[src/include/ftc_defines.svh]
// Behaviour
// - Retention bit clear: wake loads hidden tuning values 0x31 and 0x88.
// - Retention bit set: wake loads hidden tuning values 0x35 and 0x81.
// - Tuning register reads after wake always return their reset values.
// - Attenuation code 00/01/10/11 selects 0/6/12/18 dB close-in receive attenuation.
// - Field n gives receive threshold 4(n+1) and transmit threshold 61-4n bytes.
// - Threshold exceeded when FIFO byte count is at or above threshold, each FIFO separately.
`ifndef FTC_DEFINES_SVH
`define FTC_DEFINES_SVH
`define FTC_ADDR_THR 6'h03
`define FTC_ADDR_TUNE_TWO 6'h2C
`define FTC_ADDR_TUNE_ONE 6'h2D
`define FTC_THR_RESET 8'h07
`define FTC_TUNE_ONE_RESET 8'h31
`define FTC_TUNE_TWO_RESET 8'h88
`define FTC_KEEP0_ONE 8'h31
`define FTC_KEEP0_TWO 8'h88
`define FTC_KEEP1_ONE 8'h35
`define FTC_KEEP1_TWO 8'h81
`define FTC_BIT_KEEP 6
`define FTC_ATTEN_HI 5
`define FTC_ATTEN_LO 4
`define FTC_SEL_HI 3
`define FTC_SEL_LO 0
`define FTC_RX_BASE 7'h04
`define FTC_TX_BASE 7'h3D
`define FTC_ATTEN_STEP 5'h06
`define FTC_ATTEN_MAX 5'h12
`define FTC_FIFO_BYTES 7'h40
`endif

[src/include/ftc_pkg.sv]
package ftc_pkg;
    typedef struct packed {
        logic wr;
        logic rd;
        logic [5:0] addr;
        logic [7:0] data;
    } ftc_req_t;
    typedef struct packed {
        logic [7:0] one;
        logic [7:0] two;
    } ftc_tune_t;
endpackage : ftc_pkg

[src/ftc_fifo_threshold.sv]
`timescale 1ns/1ns
`include "ftc_defines.svh"
module ftc_fifo_threshold (
    input wire logic sys_clk,
    input wire logic srst,
    input wire ftc_pkg::ftc_req_t cfgReq,
    input wire logic sleepExit,
    input wire logic [6:0] rxCount,
    input wire logic [6:0] txCount,
    output logic [7:0] rdData,
    output ftc_pkg::ftc_tune_t analogTune,
    output logic [4:0] rxAttenDb,
    output logic rxThrHit,
    output logic txThrHit
);
    import ftc_pkg::*;

    logic [7:0] thrReg_r, thrReg_nxt;
    logic [7:0] rdData_r, rdData_nxt;
    ftc_tune_t tune_r, tune_nxt;
    logic [4:0] atten_r, atten_nxt;
    logic rxHit_r, rxHit_nxt, txHit_r, txHit_nxt;
    logic [3:0] sel;
    logic [6:0] rxThr, txThr;

    always_comb begin
        thrReg_nxt = thrReg_r;
        if (cfgReq.wr && cfgReq.addr == `FTC_ADDR_THR) begin
            thrReg_nxt = cfgReq.data;
        end
    end

    // Hidden tuning values stay off the read path, so a tuning register read after wake
    // cannot tell which retention choice was made
    // reads show reset values
    always_comb begin
        rdData_nxt = rdData_r;
        if (cfgReq.rd) begin
            unique case (cfgReq.addr)
                `FTC_ADDR_THR: rdData_nxt = thrReg_r;
                `FTC_ADDR_TUNE_ONE: rdData_nxt = `FTC_TUNE_ONE_RESET;
                `FTC_ADDR_TUNE_TWO: rdData_nxt = `FTC_TUNE_TWO_RESET;
                default: rdData_nxt = 8'h00;
            endcase
        end
    end

    always_comb begin
        tune_nxt = tune_r;
        if (sleepExit) begin
            if (thrReg_r[`FTC_BIT_KEEP]) begin
                tune_nxt.one = `FTC_KEEP1_ONE;
                tune_nxt.two = `FTC_KEEP1_TWO;
            end else begin
                tune_nxt.one = `FTC_KEEP0_ONE;
                tune_nxt.two = `FTC_KEEP0_TWO;
            end
        end
    end

    assign sel = thrReg_r[`FTC_SEL_HI:`FTC_SEL_LO];
    assign rxThr = 7'({sel, 2'b00}) + `FTC_RX_BASE;
    assign txThr = `FTC_TX_BASE - 7'({sel, 2'b00});

    always_comb begin
        atten_nxt = 5'(thrReg_r[`FTC_ATTEN_HI:`FTC_ATTEN_LO] * `FTC_ATTEN_STEP);
        rxHit_nxt = rxCount >= rxThr;
        txHit_nxt = txCount >= txThr;
    end

    always_ff @(posedge sys_clk) begin
        if (srst) begin
            thrReg_r <= `FTC_THR_RESET;
            rdData_r <= 8'h00;
            tune_r.one <= `FTC_TUNE_ONE_RESET;
            tune_r.two <= `FTC_TUNE_TWO_RESET;
            atten_r <= 5'h00;
            rxHit_r <= 1'b0;
            txHit_r <= 1'b0;
        end else begin
            thrReg_r <= thrReg_nxt;
            rdData_r <= rdData_nxt;
            tune_r <= tune_nxt;
            atten_r <= atten_nxt;
            rxHit_r <= rxHit_nxt;
            txHit_r <= txHit_nxt;
        end
    end

    assign rdData = rdData_r;
    assign analogTune = tune_r;
    assign rxAttenDb = atten_r;
    assign rxThrHit = rxHit_r;
    assign txThrHit = txHit_r;
endmodule : ftc_fifo_threshold

[config.mk]
export PLATFORM = sky130hd
export DESIGN_NAME = ftc_fifo_threshold
export DESIGN_NICKNAME = d
export VERILOG_FILES = /design/src/include/ftc_pkg.sv /design/src/ftc_fifo_threshold.sv
export VERILOG_INCLUDE_DIRS = /design/src /design/src/include
export SDC_FILE = /design/constraint.sdc
export NUM_CORES = 1
export LEC_CHECK = 0
export ABC_AREA = 1
export BUFFER_PORTS_ARGS = -buffer_cell sky130_fd_sc_hd__buf_2
export CAP_MARGIN = 20
export CORE_MARGIN = 3
export CORE_UTILIZATION = 47
export CTS_CLUSTER_SIZE = 10
export DETAILED_ROUTE_END_ITERATION = 8
export GPL_ROUTABILITY_DRIVEN = 0
export PLACE_DENSITY = 0.8
export SYNTH_ARGS = -nofsm -noshare
export SYNTH_HDL_FRONTEND = slang
export SYNTH_SLANG_ARGS = --single-unit
[constraint.sdc]
create_clock -name sys_clk -period 1.8 [get_ports sys_clk]
set_input_delay 0.18 -clock sys_clk [delete_from_list [all_inputs] [get_ports sys_clk]]
set_output_delay 0.18 -clock sys_clk [all_outputs]
set_load 0.1 [all_outputs]
# Yosys cells after proc, flatten, opt, wreduce, memory -nomap -nowiden
# Index checks and enable logic that the tools add are counted.
[word_totals]
register_bits = 39
latchBits = 0
ram_bits = 0
rom_bits = 0
in_bits = 33
output_inout_bits = 31
word_cells = 19
n_memories = 0
[op_classes]
addsub = 2
mul = 1
n_div = 0
magnitude_cmp = 2
n_eq_ne = 3
shift = 0
n_mux = 2
bitwise_logic = 0
reduce_logical = 1
[ops]
columns = ["cell", "n"]
rows = [
  ["case mux 8 bit (3 select lines)", 1],
  ["greater-or-equal comparator 7 bit", 2],
  ["== test 6 bit, second input constant", 2],
  ["two-way mux 11 bit", 1],
  ["adder 6 x 3 -> 7 bit, second input constant", 1],
  ["subtractor 6 x 6 -> 7 bit, first input constant", 1],
  ["== test 6 x 2 -> 1 bit, second input constant", 1],
  ["multiplier 2 x 2 -> 4 bit, second input constant", 1],
  ["logical AND 1 bit", 1],
]

# Logic depth before layout (Yosys ltp)
# Gate-level depths: netlist of the first run.
[depth]
depth_word = 2
depth_mapped = 7
ltp_nobuf = 7

# Worst setup path before layout of the first run
# Ideal clock, no wire load.
[synth_timing]
path_kind = "reg-to-output"
from = "reg, netlist name analogTune[0]"
to = "out analogTune[10] in the netlist's numbering"
t_arrival_ps = 1374
t_required_ps = 1620
path_slack_ps = 246
stages_incl_launch_ff = 2
path_buffers = 1
path_cell_list = "dfxtp_1 -> buf_4"
[synth_rtl]
columns = ["item", "line", "text"]
rows = [
  ["to (decl)", "ftc_fifo_threshold.sv:11", "output ftc_pkg::ftc_tune_t analogTune,"],
]

# Worst setup path in the final report of the first run
[layout_timing]
from = "reg thrReg_r[0]"
to = "reg rxHit_r (netlist: rxThrHit)"
[layout_between]
elab_chain_cells = 2
[layout_rtl]
columns = ["item", "line", "text"]
rows = [
  ["from (decl)", "ftc_fifo_threshold.sv:18", "logic [7:0] thrReg_r, thrReg_nxt;"],
  ["from (signal assigned)", "ftc_fifo_threshold.sv:73", "thrReg_r <= `FTC_THR_RESET;"],
  ["from (signal assigned)", "ftc_fifo_threshold.sv:81", "thrReg_r <= thrReg_nxt;"],
  ["adder 6 x 3 -> 7 bit (no source line)", "--", ""],
  ["greater-or-equal comparator 7 bit", "ftc_fifo_threshold.sv:67", "rxHit_nxt = rxCount >= rxThr;"],
  ["to (signal assigned)", "ftc_fifo_threshold.sv:85", "rxHit_r <= rxHit_nxt;"],
  ["to (decl)", "ftc_fifo_threshold.sv:22", "logic rxHit_r, rxHit_nxt, txHit_r, txHit_nxt;"],
]
# Every way passes these cells.
# A chain may end at the register's enable or synchronous reset.

==> results by group, run 1 <==
Floorplanning
  • Core ar.: 2830 um^2
  • Die Ht: 61.2 um
  • Starting Density: 50.6%
  • Die area: 3750 um^2
  • IO Count: 64
  • Num rows: 19
  • Die width: 61.2 um

Synth
  • Main flop type after synthesis: dfxtp_1
  • Synth Warn #: 0
  • Yosys top cell by area: dfxtp_1
  • Synth top area share: 33.5%
  • Synth Cell Area: 1430 um^2
  • Post-synthesis sequential area ratio: 33.5%
  • Top cells by area, synth: dfxtp_1 (34%), ha_1 (10%), buf_4 (8.9%)
  • Syn avg cell area: 7.66 um^2
  • Number of enable flip-flop cells after synthesis: 0
  • Async SR Flop Fraction: 0%
  • Post-Synthesis Cells: 187
  • Synth cell types: 25
  • Flops & latches, synth: 24

STA
  • Final hold viol count: 0
  • Fin Hold WS: 0.0593 ns
  • Clock Skew: 0.00242 ns
  • Period minus WS final: 1.49 ns
  • Setup ws final: 0.307 ns
  • Post-route setup TNS: 0 ns
  • Final count of pins violating max slew: 0
  • RSZ-0062 raised after global routing: no
  • Fmax: 0.670 GHz
  • Fraction of the cycle the final worst path needs: 82.9%
  • # setup viols final: 0

Critical path
  • Crit start category: flop
  • Crit Path Class: reg2reg
  • CP Max Fanout: 6
  • Crit end category: flop
  • CP arrival: 1.71 ns
  • WP buf/inv: 0
  • WP data required: 2.01 ns
  • Critical-path cell list: ha_1, xnor2_1, ha_1, a21oi_1, nor2_1, nor2_1, a21oi_1
  • CP peak stage delay: 0.47 ns
  • Flop2flop setup slack: 0.31 ns
  • Critical Path Slowest Stage Cell: dfxtp_1
  • Worst path top cell family by delay: adder cells

Route
  • Routed len/inst: 9.93 um
  • Final ANT Viol Nets: 0
  • DRT iter0 DRCs: 34
  • Detailed-route DRC error count: 0
  • Routed vias: 1,236
  • Router iterations before antenna repair: 4
  • Drt total wl: 2630 um
  • DR vias/cell: 4.66

Global route
  • Global route overflow: 0
  • Largest net degree at the start of global routing: 15
  • Total track usage: 15.2%
  • Number of global-route vias before repair: 1,079
  • First-pass GRT wire length: 4350 um
  • Initial antenna violation count: 0

Cells and area
  • Share of layout cells above drive strength 1: 28.6%
  • Layout net count: 280
  • Final Util: 59.2%
  • # diodes: 0
  • Area grow syn2layout: 16.9%

CTS
  • CTS tree: done
  • Post_cts resized: 0
  • Post-CTS setup repair buffer count: 0
  • CTS Buf Count: 3
  • Clock tree buffer depth: 2
  • CTS sink count: 24
  • Cts hold-fix bufs: 0
  • Clock Latency Late Sink: 0.31 ns
  • Clk slew on worst S/H paths: 0.13 ns
  • CTS root buffer: clkbuf_4
  • Htree depth: 1

Place
  • Pre-CTS setup slack: 0.326 ns
  • HPWL after detailed placement: 2190 um
  • I/O Buffers: 49

Power
  • Leak Pwr: 0.890 nW
  • Peak supply drop: 0.352 mV
  • Cell Pwr Density: 795 nW/um^2

Flow run
  • Max Cap Viol: 0

Outcome
  • Status: completed

Hold path
  • Min-delay worst type: in2reg
[worst register-to-register path: cells and delay by family, from the launching register on]
kind	cells	cell delay (ns)
adder cells (fa/ha/maj)	2	0.48
AO/OA/AOI/OAI	2	0.21
XOR/XNOR	1	0.12
flip-flops	1	0.47
AND/OR/NAND/NOR	2	0.13
[cell type report]
cell class / count / area (um^2)
clock buffers: 3 / 22.5
clock inverters: 1 / 30.0
fillers: 280 / 1150
inverters: 24 / 90.1
multi-input cells: 132 / 761
flip-flops and latches: 24 / 480
well taps: 31 / 38.8
repair buffers: 50 / 253
[cells in the final DEF (no fill, tap or decap)]
master | netlist | layout
buf_2 | 0 | 49
nor2_1 | 31 | 31
nand2_1 | 24 | 24
dfxtp_1 | 24 | 24
inv_1 | 23 | 23
conb_1 | 2 | 14
ha_1 | 12 | 12
o21ai_0 | 10 | 10
a21oi_1 | 10 | 10
nand3_1 | 7 | 7
nand3_2 | 6 | 6
nand4_1 | 5 | 5
clkbuf_4 | 0 | 3
nand2_2 | 2 | 2
nor2_4 | 2 | 2
a21o_1 | 2 | 2
xnor2_1 | 1 | 1
xor2_1 | 1 | 1
nand3_4 | 1 | 1
nor2_8 | 1 | 1
inv_2 | 1 | 1
nand3b_1 | 1 | 1
nor3_1 | 1 | 1
nor3b_1 | 1 | 1
bufinv_16 | 0 | 1
buf_4 | 17 | 1
[final timing paths]
| path | startpoint | end | cells past startpoint |
|---|---|---|---|
| setup / recovery | thrReg_r[0]$_SDFFE_PP1P_ | rxThrHit$_SDFF_PP0_ | 7 |
| setup reg to reg | thrReg_r[0]$_SDFFE_PP1P_ | rxThrHit$_SDFF_PP0_ | 7 |
| hold reg to reg | analogTune[3]$_SDFFE_PP1P_ | analogTune[3]$_SDFFE_PP1P_ | 1 |
| hold / removal | cfgReq[2] | thrReg_r[2]$_SDFFE_PP1P_ | 3 |
[state kept, by name, indices dropped and copies added (netlist names)]
name / cells
rdData: 8
rxAttenDb: 4
thrReg_r: 8
txThrHit: 1
rxThrHit: 1
analogTune: 2
[through the flow]
stage               power [mW]  instance area [um^2]  cells
finish                    1.33                  1680    265
global route              1.40                  1680    265
CTS                       1.34                  1680    265
detailed placement       0.960                  1620    261
global placement         0.957                  1620    261
floorplan                0.914                  1480    199
[layer usage]
layer / vias up / global-route usage, % / wire length (um)
li1: 662 / - / -
met3: 0 / 3.14 / 132
met2: 28 / 26.6 / 1360
met1: 546 / 19.5 / 1140
met4: 0 / 2.79 / 0
met5: - / 0 / 0
[cells in the mapped netlist (2+ instances only)]
| cell type | n |
|---|---|
| nand3_1 | 7 |
| conb_1 | 2 |
| buf_4 | 17 |
| dfxtp_1 | 24 |
| nand2_1 | 24 |
| nor2_1 | 31 |
| nand3_2 | 6 |
| a21oi_1 | 10 |
| inv_1 | 23 |
| ha_1 | 12 |
| a21o_1 | 2 |
| nand2_2 | 2 |
| nand4_1 | 5 |
| nor2_4 | 2 |
| o21ai_0 | 10 |
[power by group]
group	internal, mW	switching [mW]	total (mW)
Combinational	0.0684	0.323	0.392
Clock	0.225	0.160	0.385
Sequential	0.548	0.00767	0.555
Total	0.841	0.491	1.33
[logic make-up after synthesis]
group,share of synthesized area [%]
flip-flops,33.5
buffers and inverters,16.5
AND/OR/NAND/NOR,29.7
adder cells (fa/ha/maj),10.5
XOR/XNOR,1.22
other,0.524
AO/OA/AOI/OAI,8.03
No activity file was read; power rests on OpenSTA's default activity.
==> run 2: changes to the inputs <==
clock period = 1.6 ns   (was 1.8 ns; I/O delays follow)
==> run 2 against run 1 <==
Against the previous run:
- critical path depth unchanged
- final area up 1.7%
- utilization increased by 1.0 points
- first-iteration DRC count is 21% lower
- routed wire length rose by 4.1%
- sequential power is 12% higher
- largest cell class unchanged
- highest routed layer is now met4
==> results by group, run 2 (synthesis gave the netlist of run 1 again) <==
Route
  • DRT iter0 DRCs: 27 (-21%)
  • Routed vias: 1,250 (+1.1%)
  • DR vias/cell: 4.66 (about the same)
  • Detailed-route DRC error count: 0 (unchanged)
  • Routed len/inst: 10.2 um (+2.9%)
  • Router iterations before antenna repair: 4 (unchanged)
  • Drt total wl: 2740 um (+4.1%)
  • Final ANT Viol Nets: 0 (unchanged)

STA
  • RSZ-0062 raised after global routing: no
  • Clock Skew: 0.00193 ns (-0.000489 ns)
  • # setup viols final: 0 (unchanged)
  • Fraction of the cycle the final worst path needs: 87.9% (+5.0 points)
  • Fin Hold WS: 0.0321 ns (-0.0272 ns)
  • Fmax: 0.711 GHz (+6.1%)
  • Post-route setup TNS: 0 ns (unchanged)
  • Final count of pins violating max slew: 0 (unchanged)
  • Period minus WS final: 1.41 ns (-0.0862 ns)
  • Final hold viol count: 0 (unchanged)

CTS
  • CTS sink count: 24 (unchanged)
  • CTS tree: done
  • CTS root buffer: clkbuf_4
  • CTS Buf Count: 3 (unchanged)
  • Htree depth: 1 (unchanged)
  • Post-CTS setup repair buffer count: 0 (unchanged)
  • Clock tree buffer depth: 2 (unchanged)
  • Post_cts resized: 0 (unchanged)
  • Cts hold-fix bufs: 0 (unchanged)
  • Clk slew on worst S/H paths: 0.14 ns (about the same)
  • Clock Latency Late Sink: 0.31 ns (about the same)

Cells and area
  • Register area: 484 um^2 (+0.78%)
  • Area grow syn2layout: 19.0%
  • # diodes: 0 (unchanged)
  • Layout net count: 283 (+1.1%)
  • Commonest non-fill, non-tap cell in the layout: buf_2
  • Area occupied by multi-input gates: 763 um^2 (+0.33%)
  • Commonest cells after routing, fill and taps aside: buf_2 (49), nor2_1 (31), nand2_1 (24), inv_1 (23), dfxtp_1 (23)
  • # fillers: 268 (-4.3%)
  • Share of layout cells above drive strength 1: 30.4% (+1.7 points)

Global route
  • Number of global-route vias before repair: 1,092 (+1.2%)
  • Global route overflow: 0 (unchanged)
  • Total track usage: 16.1% (+0.91 points)
  • Largest net degree at the start of global routing: 15 (unchanged)
  • Initial antenna violation count: 0 (unchanged)
  • First-pass GRT wire length: 4500 um (+3.5%)

Floorplanning
  • IO Count: 64 (unchanged)
  • Die Ht: 61.2 um (unchanged)
  • Die width: 61.2 um (unchanged)
  • Core ar.: 2830 um^2 (unchanged)
  • Starting Density: 50.6% (unchanged)
  • Num rows: 19 (unchanged)
  • Die area: 3750 um^2 (unchanged)

Power
  • Leak Pwr: 0.902 nW (+1.4%)
  • Cell Pwr Density: 884 nW/um^2 (+11%)
  • Peak supply drop: 0.362 mV (+3.0%)

Critical path
  • Worst path top cell family by delay: adder cells
  • Crit Path Class: reg2reg
  • WP data required: 1.82 ns (-0.19 ns)
  • Critical-path cell list: ha_2, xnor2_1, ha_1, a21oi_1, nor2_1, nor2_1, a21oi_1
  • Critical Path Slowest Stage Cell: dfxtp_4
  • Crit start category: flop
  • Critical Path Stages: 7 (unchanged)
  • Crit end category: flop
  • WP buf/inv: 0 (unchanged)
  • CP Max Fanout: 5 (-1)
  • Reg2Reg Depth: 7 (unchanged)
  • CP arrival: 1.63 ns (-0.08 ns)
  • CP peak stage delay: 0.39 ns (-0.08 ns)

Flow run
  • Max Cap Viol: 0 (unchanged)

Hold path
  • Hold Crit Depth: 3 (unchanged)
  • Min-delay worst type: in2reg

Outcome
  • Status: completed

Place
  • I/O Buffers: 49 (unchanged)
  • HPWL after detailed placement: 2230 um (+1.9%)
run 2: worst paths after layout:
path                            slack (ns)                    endpoint                        from
worst max register to register        0.19         rxThrHit$_SDFF_PP0_    thrReg_r[1]$_SDFFE_PP1P_
worst max-delay path                  0.19         rxThrHit$_SDFF_PP0_    thrReg_r[1]$_SDFFE_PP1P_
worst min register to register        0.46  analogTune[3]$_SDFFE_PP1P_  analogTune[3]$_SDFFE_PP1P_
worst min-delay path                  0.03    thrReg_r[1]$_SDFFE_PP1P_                   cfgReq[1]
run 2: where the power goes:
part           leakage, nW  total (mW)  switching (mW)  internal [mW]
combinational        0.678       0.443           0.364         0.0789
clock               0.0279       0.441           0.188          0.253
sequential           0.196       0.623         0.00817          0.614
run 2: worst min-delay path, stage by stage:
cell     delay [ns]
buf_2          0.08
nand2_1        0.04
nand3_1        0.05
run 2: layout make-up:
cell class	count	area share, %
multi-input cells	132	44.8
well taps	31	2.28
clock inverters	1	1.76
flip-flops and latches	24	28.4
inverters	24	5.29
repair buffers	53	16.2
clock buffers	3	1.32
run 2: layer usage:
metal	vias to the layer above	GRT usage, %	share of wire, %
met5	-	0	0
met4	0	8.36	2.0
met3	4	1.89	5.1
met2	36	29.0	51
met1	542	18.6	41
li1	668	-	-
run 2: through the flow:
stage | power [mW] | util, % | std cells | cell area [um^2] | setup slack, ns
after floorplan | 1.03 | - | 199 | 1480 | 0.0660
after global placement | 1.08 | 58.2 | 264 | 1650 | 0.185
after detailed placement | 1.08 | 58.2 | 264 | 1650 | 0.158
after CTS | 1.52 | 60.0 | 268 | 1700 | 0.121
after global routing | 1.57 | 60.2 | 268 | 1700 | 0.0190
final | 1.51 | 60.2 | 268 | 1700 | 0.193
